`config.mk`:
```
export PLATFORM = sky130hd
export DESIGN_NAME = ptf_firing_ctrl
export DESIGN_NICKNAME = d
export VERILOG_FILES = /design/src/common/ptf_pkg.sv /design/src/common/ptf_if.sv /design/src/rtl/ptf_knob_quant.sv /design/src/rtl/ptf_firing_ctrl.sv
export VERILOG_INCLUDE_DIRS = /design/src /design/src/common
export SDC_FILE = /design/constraint.sdc
export NUM_CORES = 1
export LEC_CHECK = 0
export BUFFER_PORTS_ARGS = -buffer_cell sky130_fd_sc_hd__buf_2
export CAP_MARGIN = 0
export CORE_ASPECT_RATIO = 0.6
export CORE_MARGIN = 5
export CORE_UTILIZATION = 57
export CTS_CLUSTER_DIAMETER = 30
export DETAILED_ROUTE_END_ITERATION = 10
export PLACE_DENSITY = 0.77
export SYNTH_ARGS = -nofsm -noshare
export SYNTH_HDL_FRONTEND = slang
export SYNTH_SLANG_ARGS = --single-unit
```
`constraint.sdc`:
```
create_clock -name clk -period 4.85 [get_ports clk]
set_clock_uncertainty 0.05 [all_clocks]
set_input_delay 0.2425 -clock clk [delete_from_list [all_inputs] [get_ports clk]]
set_output_delay 0.2425 -clock clk [all_outputs]
set_load 0.01 [all_outputs]
```
`src/common/ptf_params.svh`:
```
`ifndef PTF_PARAMS_SVH
`define PTF_PARAMS_SVH
// ----------------------------------------
// Clock and time base
// ----------------------------------------
`define PTF_CLK_PERIOD_NS 8
`define PTF_US_CYCLES (1000 / `PTF_CLK_PERIOD_NS)
// ----------------------------------------
// Times in microseconds
// ----------------------------------------
`define PTF_D50_L1_US 16'h2134
`define PTF_D50_L2_US 16'h1B58
`define PTF_D50_L3_US 16'h157C
`define PTF_D50_L4_US 16'h0FA0
`define PTF_D50_L5_US 16'h09C4
`define PTF_D60_L1_US 16'h1B58
`define PTF_D60_L2_US 16'h1770
`define PTF_D60_L3_US 16'h1388
`define PTF_D60_L4_US 16'h0DAC
`define PTF_D60_L5_US 16'h07D0
`define PTF_GATE_US 16'h03E8
`define PTF_LOST_US 16'h2710
`define PTF_FREQ_SPLIT_US 16'h23F0
`define PTF_SOFT_START_US 16'h2328
`define PTF_SOFT_STEP_US 16'h000F
`define PTF_BLINK_US 18'h3_D090
// ----------------------------------------
// Knob thresholds for a 10-bit sample
// ----------------------------------------
`define PTF_KNOB_W 10
`define PTF_THR_L1 10'h040
`define PTF_THR_L2 10'h100
`define PTF_THR_L3 10'h1C0
`define PTF_THR_L4 10'h280
`define PTF_THR_L5 10'h340
`define PTF_THR_HYS 10'h010
`endif

```
`src/common/ptf_pkg.sv`:
```
package ptf_pkg;
	typedef logic [2:0] ptf_level_t;
	typedef enum logic [2:0] {
		PTF_STANDBY = 3'b001,
		PTF_RUN = 3'b010,
		PTF_LOST = 3'b100
	} ptf_state_t;
endpackage : ptf_pkg

```
`src/common/ptf_if.sv`:
```
`timescale 1ns/1ps
// Knob sample to quantiser and level back to the controller
interface ptf_if #(parameter int W = 10);
	logic [W-1:0] sample;
	ptf_pkg::ptf_level_t level;
	modport quant (input sample, output level);
	modport ctrl (output sample, input level);
endinterface : ptf_if

```
`src/rtl/ptf_knob_quant.sv`:
```
`timescale 1ns/1ps
`include "ptf_params.svh"
module ptf_knob_quant #(
	parameter int W = `PTF_KNOB_W
) (
	input wire logic clk,
	input wire logic srst,
	ptf_if.quant kq
);
	ptf_pkg::ptf_level_t level;
	ptf_pkg::ptf_level_t next_level;

	// Lower edge of each level, OFF below level 1
	function automatic logic [W-1:0] thr(input ptf_pkg::ptf_level_t l);
		case (l)
			3'h1: thr = W'(`PTF_THR_L1);
			3'h2: thr = W'(`PTF_THR_L2);
			3'h3: thr = W'(`PTF_THR_L3);
			3'h4: thr = W'(`PTF_THR_L4);
			3'h5: thr = W'(`PTF_THR_L5);
			default: thr = '1;
		endcase
	endfunction : thr

	// Step one level at a time; going up needs the extra hysteresis margin
	always_comb begin
		next_level = level;
		if (level < 3'h5 && {1'b0, kq.sample} >= {1'b0, thr(level + 3'h1)} + (W+1)'(`PTF_THR_HYS)) begin
			next_level = level + 3'h1;
		end else if (level != 3'h0 && kq.sample < thr(level)) begin
			next_level = level - 3'h1;
		end
	end

	// Level register, OFF after reset
	always_ff @(posedge clk) begin
		if (srst) begin
			level <= 3'h0;
		end else begin
			level <= next_level;
		end
	end

	assign kq.level = level;
endmodule : ptf_knob_quant

```
`src/rtl/ptf_firing_ctrl.sv`:
```
`timescale 1ns/1ps
`include "ptf_params.svh"
// Behaviour
// - Knob reading maps to five working levels, 1 least power, 5 most.
// - Level indicator shows the selected working level.
// - Clockwise knob raises level, counter-clockwise lowers it, monotonic.
// - Run indicator steadily on while firing the gate.
// - OFF knob position means standby: no gate pulses, motor unpowered.
// - Runs normally after power-up with no configuration.
// - Missing zero crossings stop firing and make the run indicator blink.
// - Firing resumes by itself when zero crossings return.
// - 50 Hz delays 8.5, 7.0, 5.5, 4.0, 2.5 ms for levels 1 to 5.
// - 60 Hz delays 7.0, 6.0, 5.0, 3.5, 2.0 ms for levels 1 to 5.
// - Gate pulse lasts 1 ms from the end of the firing delay.
// - Firing delay steps gradually toward target at start-up and level changes.
module ptf_firing_ctrl #(
	parameter int KNOB_W = `PTF_KNOB_W,
	parameter int US_CYCLES = `PTF_US_CYCLES
) (
	input wire logic clk,
	input wire logic srst,
	input wire logic mains_zero_cross_input,
	input wire logic [KNOB_W-1:0] power_setting_knob,
	output logic triac_gate,
	output logic [4:0] level_led,
	output logic run_led,
	output logic mains_60hz
);
	// ----------------------------------------
	// Knob quantiser
	// ----------------------------------------
	ptf_if #(.W(KNOB_W)) kq ();
	ptf_pkg::ptf_level_t level;

	assign kq.sample = power_setting_knob;
	assign level = kq.level;

	ptf_knob_quant #(.W(KNOB_W)) u_quant (
		.clk(clk),
		.srst(srst),
		.kq(kq)
	);

	// ----------------------------------------
	// State
	// ----------------------------------------
	ptf_pkg::ptf_state_t state, next_state;
	logic z1, z2, z3, zstable, next_zstable;
	logic [7:0] tick_cnt, next_tick_cnt;
	logic [15:0] since_us, next_since_us;
	logic [15:0] cur_delay, next_cur_delay;
	logic [15:0] gate_us, next_gate_us;
	logic [17:0] blink_us, next_blink_us;
	logic armed, next_armed;
	logic next_gate;
	logic blink, next_blink;
	logic freq60, next_freq60;
	logic [4:0] next_level_led;
	logic next_run_led;
	logic us_tick, zc_edge, lost;
	logic [15:0] target;

	// Delay for a level at the measured frequency
	function automatic logic [15:0] delay_of(input ptf_pkg::ptf_level_t l, input logic f60);
		case (l)
			3'h1: delay_of = f60 ? `PTF_D60_L1_US : `PTF_D50_L1_US;
			3'h2: delay_of = f60 ? `PTF_D60_L2_US : `PTF_D50_L2_US;
			3'h3: delay_of = f60 ? `PTF_D60_L3_US : `PTF_D50_L3_US;
			3'h4: delay_of = f60 ? `PTF_D60_L4_US : `PTF_D50_L4_US;
			3'h5: delay_of = f60 ? `PTF_D60_L5_US : `PTF_D50_L5_US;
			default: delay_of = `PTF_SOFT_START_US;
		endcase
	endfunction : delay_of

	// ----------------------------------------
	// Zero-cross synchroniser
	// ----------------------------------------
	// Three stages; a change counts when the last two agree
	always_ff @(posedge clk) begin
		if (srst) begin
			z1 <= 1'b0;
			z2 <= 1'b0;
			z3 <= 1'b0;
		end else begin
			z1 <= mains_zero_cross_input;
			z2 <= z1;
			z3 <= z2;
		end
	end

	// Either polarity of change is a crossing
	assign zc_edge = (z2 == z3) && (z3 != zstable);
	assign us_tick = (tick_cnt == 8'(US_CYCLES - 1));
	assign lost = (since_us > `PTF_LOST_US);
	assign target = delay_of(level, freq60);

	// ----------------------------------------
	// Next-value logic
	// ----------------------------------------
	always_comb begin
		next_zstable = zc_edge ? z3 : zstable;
		next_tick_cnt = us_tick ? 8'h00 : tick_cnt + 8'h01;
		next_since_us = since_us;
		next_cur_delay = cur_delay;
		next_gate_us = gate_us;
		next_armed = armed;
		next_gate = triac_gate;
		next_freq60 = freq60;
		next_blink_us = blink_us;
		next_blink = blink;
		next_state = state;
		// Microsecond time since the last crossing, saturating
		if (zc_edge) begin
			next_since_us = 16'h0000;
			next_freq60 = (since_us < `PTF_FREQ_SPLIT_US);
		end else if (us_tick && since_us != 16'hFFFF) begin
			next_since_us = since_us + 16'h0001;
		end
		// Blink time base
		if (us_tick) begin
			if (blink_us >= `PTF_BLINK_US - 18'h0_0001) begin
				next_blink_us = 18'h0_0000;
				next_blink = ~blink;
			end else begin
				next_blink_us = blink_us + 18'h0_0001;
			end
		end
		// Mode selection
		if (level == 3'h0) begin
			next_state = ptf_pkg::PTF_STANDBY;
		end else if (lost && !zc_edge) begin
			next_state = ptf_pkg::PTF_LOST;
		end else begin
			next_state = ptf_pkg::PTF_RUN;
		end
		case (state)
			ptf_pkg::PTF_RUN: begin
				if (zc_edge) begin
					next_armed = 1'b1;
					next_gate = 1'b0;
					// Approach the target delay by small steps each half-cycle
					if (cur_delay > target + `PTF_SOFT_STEP_US) begin
						next_cur_delay = cur_delay - `PTF_SOFT_STEP_US;
					end else if (cur_delay + `PTF_SOFT_STEP_US < target) begin
						next_cur_delay = cur_delay + `PTF_SOFT_STEP_US;
					end else begin
						next_cur_delay = target;
					end
				end else if (armed && since_us >= cur_delay) begin
					next_armed = 1'b0;
					next_gate = 1'b1;
					next_gate_us = 16'h0000;
				end else if (triac_gate && us_tick) begin
					if (gate_us >= `PTF_GATE_US - 16'h0001) begin
						next_gate = 1'b0;
					end else begin
						next_gate_us = gate_us + 16'h0001;
					end
				end
			end
			default: begin
				// Standby or outage: no firing, restart soft start later
				next_armed = 1'b0;
				next_gate = 1'b0;
				next_cur_delay = `PTF_SOFT_START_US;
			end
		endcase
		if (next_state != ptf_pkg::PTF_RUN) begin
			next_gate = 1'b0;
			next_armed = 1'b0;
		end
		// Indicators
		next_level_led = 5'h00;
		if (level != 3'h0) begin
			next_level_led = 5'h01 << (level - 3'h1);
		end
		case (next_state)
			ptf_pkg::PTF_RUN: next_run_led = 1'b1;
			ptf_pkg::PTF_LOST: next_run_led = blink;
			default: next_run_led = 1'b0;
		endcase
	end

	// ----------------------------------------
	// Registers
	// ----------------------------------------
	always_ff @(posedge clk) begin
		if (srst) begin
			state <= ptf_pkg::PTF_STANDBY;
			zstable <= 1'b0;
			tick_cnt <= 8'h00;
			since_us <= 16'hFFFF; // Treated as lost until a crossing
			cur_delay <= `PTF_SOFT_START_US;
			gate_us <= 16'h0000;
			armed <= 1'b0;
			triac_gate <= 1'b0;
			freq60 <= 1'b0;
			blink_us <= 18'h0_0000;
			blink <= 1'b0;
			level_led <= 5'h00;
			run_led <= 1'b0;
		end else begin
			state <= next_state;
			zstable <= next_zstable;
			tick_cnt <= next_tick_cnt;
			since_us <= next_since_us;
			cur_delay <= next_cur_delay;
			gate_us <= next_gate_us;
			armed <= next_armed;
			triac_gate <= next_gate;
			freq60 <= next_freq60;
			blink_us <= next_blink_us;
			blink <= next_blink;
			level_led <= next_level_led;
			run_led <= next_run_led;
		end
	end

	assign mains_60hz = freq60;
endmodule : ptf_firing_ctrl

```
== Word level (Yosys, flattened, before mapping) ==
Cells that the tools add are included.
Widths: inputs -> output; s select.
Cells by class
  divide/modulo/power cells: 0
  muxes and demuxes: 27
  bitwise operators: 4
  equality and inequality tests: 19
  order comparisons: 10
  shift operators: 1
  reduce and logical (&&, ||, !) cells: 23
  add/sub/neg operators: 10
  $mul: 0
Operator list (number)
  $mux 16: 7
  $pmux 10 s5: 2
  $pmux 14 s5: 1
  $add 16x1->16 const B: 2
  $add 16x4->16 const B: 2
  $mux 12: 2
  $mux 10: 2
  $add 18x1->18 const B: 1
  $eq 3x2->1 const B: 6
  $ge 18x18->1 const B: 1
  $mux 18: 1
  $ge 16x10->1 const B: 1
  $ge 16x16->1: 1
  $gt 16x14->1 const B: 1
  $gt 16x16->1: 1
  $lt 16x14->1 const B: 1
  $lt 16x16->1: 1
  $ne 16x16->1 const B: 1
  $sub 16x4->16 const B: 1
  $eq 3x3->1 const B: 5
  $mux 14: 1
  $mux 3: 4
  $add 10x5->11 const B: 1
  $ge 10x11->1: 1
  other kinds (26): 47
Word-level totals
  latch bits: 0
  output and inout bits: 8
  logic and storage cells: 111
  memories kept: 0
  ROM bits: 0
  memory bits (writable): 0
  bits of input ports: 13
  register bits after elaboration: 94

== Logic depth before layout (Yosys ltp) ==
  depth after elaboration: 11
  depth in mapped cells: 21
  mapped depth without buffers: 18

== Hierarchy ==
Synthesis repeated with hierarchy kept, for this count alone.
Second synthesis, totals
  cells, all modules: 841
  area, all modules: 6791.5 um^2
By module, submodules not included
  ptf_firing_ctrl: area an instance 5949.5 um^2, cells each 744, seq. area each 1821.7 um^2, instances 1
  ptf_knob_quant: area an instance 842.1 um^2, cells each 97, seq. area each 60.1 um^2, instances 1

== Worst setup path before layout ==
OpenSTA, ideal clock, no wires.
  path kind: register to register
  start point: register u_quant.level[2], in the netlist u_quant.kq.level[2]
  end point: register cur_delay[2]
  setup time: 0.127 ns
  stages on the path, launching flop included: 21
  path slack: 0.063 ns
  arrival: 4.610 ns
  buffers on the path: 2
  required time: 4.673 ns
  clock period less this slack: 4.787 ns
  cell sequence: dfxtp_1 -> clkbuf_1 -> inv_1 -> ha_1 -> nor2_1 -> nand2_1 -> nor2_1 -> nor4b_1 -> ha_1 -> or4_1 -> nor4_2 -> xnor2_1 -> ha_1 -> and3_1 -> and4_1 -> o2bb2ai_1 -> nor2_1 -> clkbuf_1 -> nor4_1 -> o311a_1 -> or3_1
Between the ends
  cells in the longest elaborated chain, start to end: 5
  elaborated cells on any way between the ends: 11
  those cells by class: 1 x add/sub; 2 x order compare; 5 x eq/ne; 3 x mux
RTL lines
  start, declared: RTL line ptf_knob_quant.sv:10  | ptf_pkg::ptf_level_t level;
  start signal, assigned: RTL line ptf_knob_quant.sv:40  | level <= next_level;
  $eq 3x3->1 (tied with other cells): RTL line ptf_firing_ctrl.sv:65  | case (l)
  $pmux 14 s5 (*): RTL line ptf_firing_ctrl.sv:65
  $add 16x4->16 (no source line) or $lt 16x16->1 (tied branches)
  $gt 16x16->1 (no source line) or $mux 16 (tied branches)
  $mux 16 (*): RTL line ptf_firing_ctrl.sv:142  | if (cur_delay > target + `PTF_SOFT_STEP_US) begin
  end signal, assigned: RTL line ptf_firing_ctrl.sv:193  | cur_delay <= `PTF_SOFT_START_US;
  end signal, assigned: RTL line ptf_firing_ctrl.sv:207  | cur_delay <= next_cur_delay;
  end, declared: RTL line ptf_firing_ctrl.sv:51  | logic [15:0] cur_delay, next_cur_delay;
Every way passes the cells marked *; elsewhere a longest branch is shown, timed or not.
A chain may end at the register's enable or synchronous reset.

== Worst setup path after layout ==
  start point: register u_quant.level[0], in the netlist u_quant.kq.level[0]
  end point: register cur_delay[2]
The elaborated chain is that of the path after synthesis.

==> qor.txt <==
run status -> finished, final reports clean
Die Area -> 14000 sq um
Slew HR -> 30.8%
Total Routed Length -> 17100 um
VDD IR max -> 0.000360 V
Pwr Density -> 481 nW/um^2
Area contributors post-synth -> dfxtp_1, ha_1, nor2_1
Netlist Area Pre-Place -> 6650 sq um
Post-synth EDFFs -> 0
syn_area_per_cell -> 8.08 sq um
per-cell routed wire length -> 17.0 um
Metal-1 WL -> 8220 um
Final TNS setup -> 0 ns
GPL Wtd Cong -> 1.03
CP Data Arrival Time -> 4.77 ns
clock power share -> 21.0%
Sw Share -> 44.0%
vias in the first global route -> 5670
Hold-fix buffers, CTS -> 0
post-synth cell types -> 70
worst reg2reg setup slack -> 0.27 ns
Starting Density -> 58.5%
Port Buffer Count -> 20
final hold vios -> 0
core area -> 11400 sq um
CTS tree -> built
Root Buffer -> clkbuf_16
endpoints failing setup -> 0
global route overflow -> 0
multi-input logic area -> 4440 sq um
CP startpoint kind -> register
I/O pin count -> 21
Synth top area share -> 28.3%
Max Cap Violations -> 0
gr usage total -> 24.7%
Vert. Die Dim -> 93.7 um
Num CTS Buffers -> 9
Int Pwr -> 1.97 mW
die width -> 149 um
Reg clk slew, reported paths -> 0.07 ns
sw power -> 1.55 mW
row count -> 30
measured slew at the worst slew-check pin -> 1.04 ns
vias per inst -> 6.08
Detail Placement HPWL -> 13000 um
crit path kind -> register to register
YS warnings -> 0
Layout Nets -> 926
Area Overhead vs Synth -> 9.97%
max layer used -> met4
Mapped Nets -> 911
H-tree depth -> 3
Reg area -> 1880 sq um
Tcrit/Tclk final -> 94.5%
Max Clk Rate -> 218 MHz
largest area contributor in the netlist -> dfxtp_1
asr flop ratio synth -> 0%
synthesized netlist cell count -> 823
DR iter-0 viols -> 598
clock sinks -> 94
min-delay worst type -> input pin to register
unrepaired setup endpoints after global routing -> no
crit path max fanout -> 20
Placed Area -> 6950 sq um
Worst EP required -> 5.03 ns
first-pass GRT wire length -> 28100 um
Final ANT Viol Nets -> 0
DR pass1 iterations -> 5
Comb pwr share -> 55.4%
met2 WL -> 7100 um
Synth Flop Type -> dfxtp_1
DRC Markers -> 0
DR vias -> 6096
share of cells above drive strength 1 -> 10.1%
ANT cells -> 0
sequential share of the synthesized area -> 28.3%
Met3 Wirelength -> 1610 um
Yosys reg bits -> 94
Slew Limit Fails -> 0
fill count -> 963
Final Instance Area -> 7320 sq um
Final min period -> 4.58 ns
initial antenna violation count -> 0
clock buffer depth -> 2
sequential share of power -> 23.7%
largest net degree at the start of global routing -> 34
clk_lat worst skew -> 0.35 ns
Crit. End Element -> register
P_leak -> 3.00 nW
[power groups by stage]
| stage | combinational, mW | clock, mW | sequential [mW] |
|---|---|---|---|
| 3_5_place_dp | 1.83 | 0 | 0.848 |
| 4_1_cts | 1.84 | 0.750 | 0.830 |
| 6_report | 1.95 | 0.737 | 0.833 |
| 2_1_floorplan | 1.27 | 0 | 0.844 |
| 3_3_place_gp | 1.77 | 0 | 0.844 |
| 5_1_grt | 2.14 | 0.785 | 0.838 |
[cell families after synthesis]
kind of cell    Yosys count  share of synthesized area, %
flops                    94                          28.3
simple gates            307                          23.9
compound gates          180                          18.0
fa+ha+maj                75                          14.1
buf+inv                  92                          5.77
xor+xnor                 66                          8.69
mux                       8                          1.20
other cells               1                        0.0564
[cells in the mapped netlist, drive strengths merged (2+ instances only)]
cell type,n
or3b,3
o21bai,9
nand2b,9
a211oi,12
nor3b,3
mux2i,8
o31ai,11
xor2,28
o41ai,3
nand2,50
a31oi,8
and4,5
o21ai,37
or2,7
nor4b,2
a21o,20
or3,10
inv,55
o211a,2
a311oi,3
and3,15
a2111oi,3
ha,75
a221oi,4
clkbuf,21
o211ai,6
dfxtp,94
nand4,22
nor4,15
a21oi,40
a211o,3
nor3,30
a41o,2
and2,5
nor2,90
nor2b,9
buf,16
nand3,28
xnor2,38
o21a,6
[layout make-up]
cell class | instances | area share (%)
inverters | 55 | 2.82
clock inverters | 7 | 1.21
repair buffers | 41 | 3.69
multi-input cells | 637 | 60.7
well taps | 160 | 2.74
clock buffers | 9 | 3.08
flip-flops and latches | 94 | 25.8
[flip-flops by register name, summed over array words and instances (netlist names)]
signal	count
mains_60hz	1
cur_delay	16
zstable	1
u_quant.kq.level	3
gate_us	16
triac_gate	1
state	3
level_led	5
z1	1
tick_cnt	8
z3	1
blink	1
since_us	16
z2	1
armed	1
run_led	1
blink_us	18
[critical path, cell delays in order (launching register included)]
cell	delay [ns]
dfxtp_2	0.38
ha_1	0.24
ha_2	0.23
o31ai_1	0.25
o31ai_1	0.14
and3_1	0.22
or2_1	0.29
or4_4	0.47
nor4_4	0.17
xnor2_1	0.15
ha_1	0.24
and3_1	0.19
and4_1	0.20
o2bb2ai_1	0.13
nor2_1	0.20
buf_12	0.19
nor4_1	0.07
o311a_1	0.32
or3_1	0.35
[per-layer routing]
metal	vias up	global-route usage, %
li1	2960	-
met2	248	35.7
met5	-	0
met4	0	6.40
met1	2864	36.4
met3	24	6.41
[metrics by stage]
stage / worst slack, ns / hold slack [ns] / std cells / util (%) / power [mW]
after detailed placement: 0.0391 / 0.370 / 987 / 61.1 / 2.67
after floorplan: 0.0634 / 0.321 / 823 / - / 2.12
after global routing: 0.0207 / 0.0960 / 1003 / 64.3 / 3.77
after CTS: 0.0115 / 0.0570 / 1003 / 63.8 / 3.42
final: 0.265 / 0.0626 / 1003 / 64.3 / 3.52
after global placement: 0.221 / 0.368 / 987 / 61.1 / 2.61
[path summary, 6_finish.rpt]
| check | start | endpoint | depth (start not counted) |
|---|---|---|---|
| max | u_quant.kq.level[0] | cur_delay[2] | 18 |
| min | mains_zero_cross_input | z1 | 2 |
| max reg2reg | u_quant.kq.level[0] | cur_delay[2] | 18 |
| min reg2reg | gate_us[15] | gate_us[15] | 2 |
[placed cells by master, fill, tap and decap left out, types with 4 or more instances in the layout]
cell type	Yosys	layout
dfxtp_1	94	92
nor2_1	89	89
ha_1	75	71
inv_1	55	55
nand2_1	50	50
a21oi_1	40	40
xnor2_1	38	38
o21ai_0	35	35
nor3_1	29	29
nand3_1	28	28
xor2_1	28	28
nand4_1	21	21
a21o_1	20	20
buf_2	10	20
buf_4	3	20
and3_1	15	15
a211oi_1	12	12
nor4_1	12	12
o31ai_1	11	11
nand2b_1	9	9
clkbuf_16	0	9
mux2i_1	8	8
nor2b_1	9	8
o21bai_1	8	8
a31oi_1	8	8
or3_1	8	8
o211ai_1	6	6
o21a_1	6	6
or2_2	6	6
and2_1	5	5
and4_1	5	5
a221oi_1	4	4
inv_6	0	4
[timing repair]
item / 4_1_cts / 5_1_grt
hold endpoints to repair: 0 / 0
gates resized for setup: 0 / 13
endpoints found under the setup margin: 0 / 15
buffers inserted: 0 / 0
(Power assumes the default switching activity.)
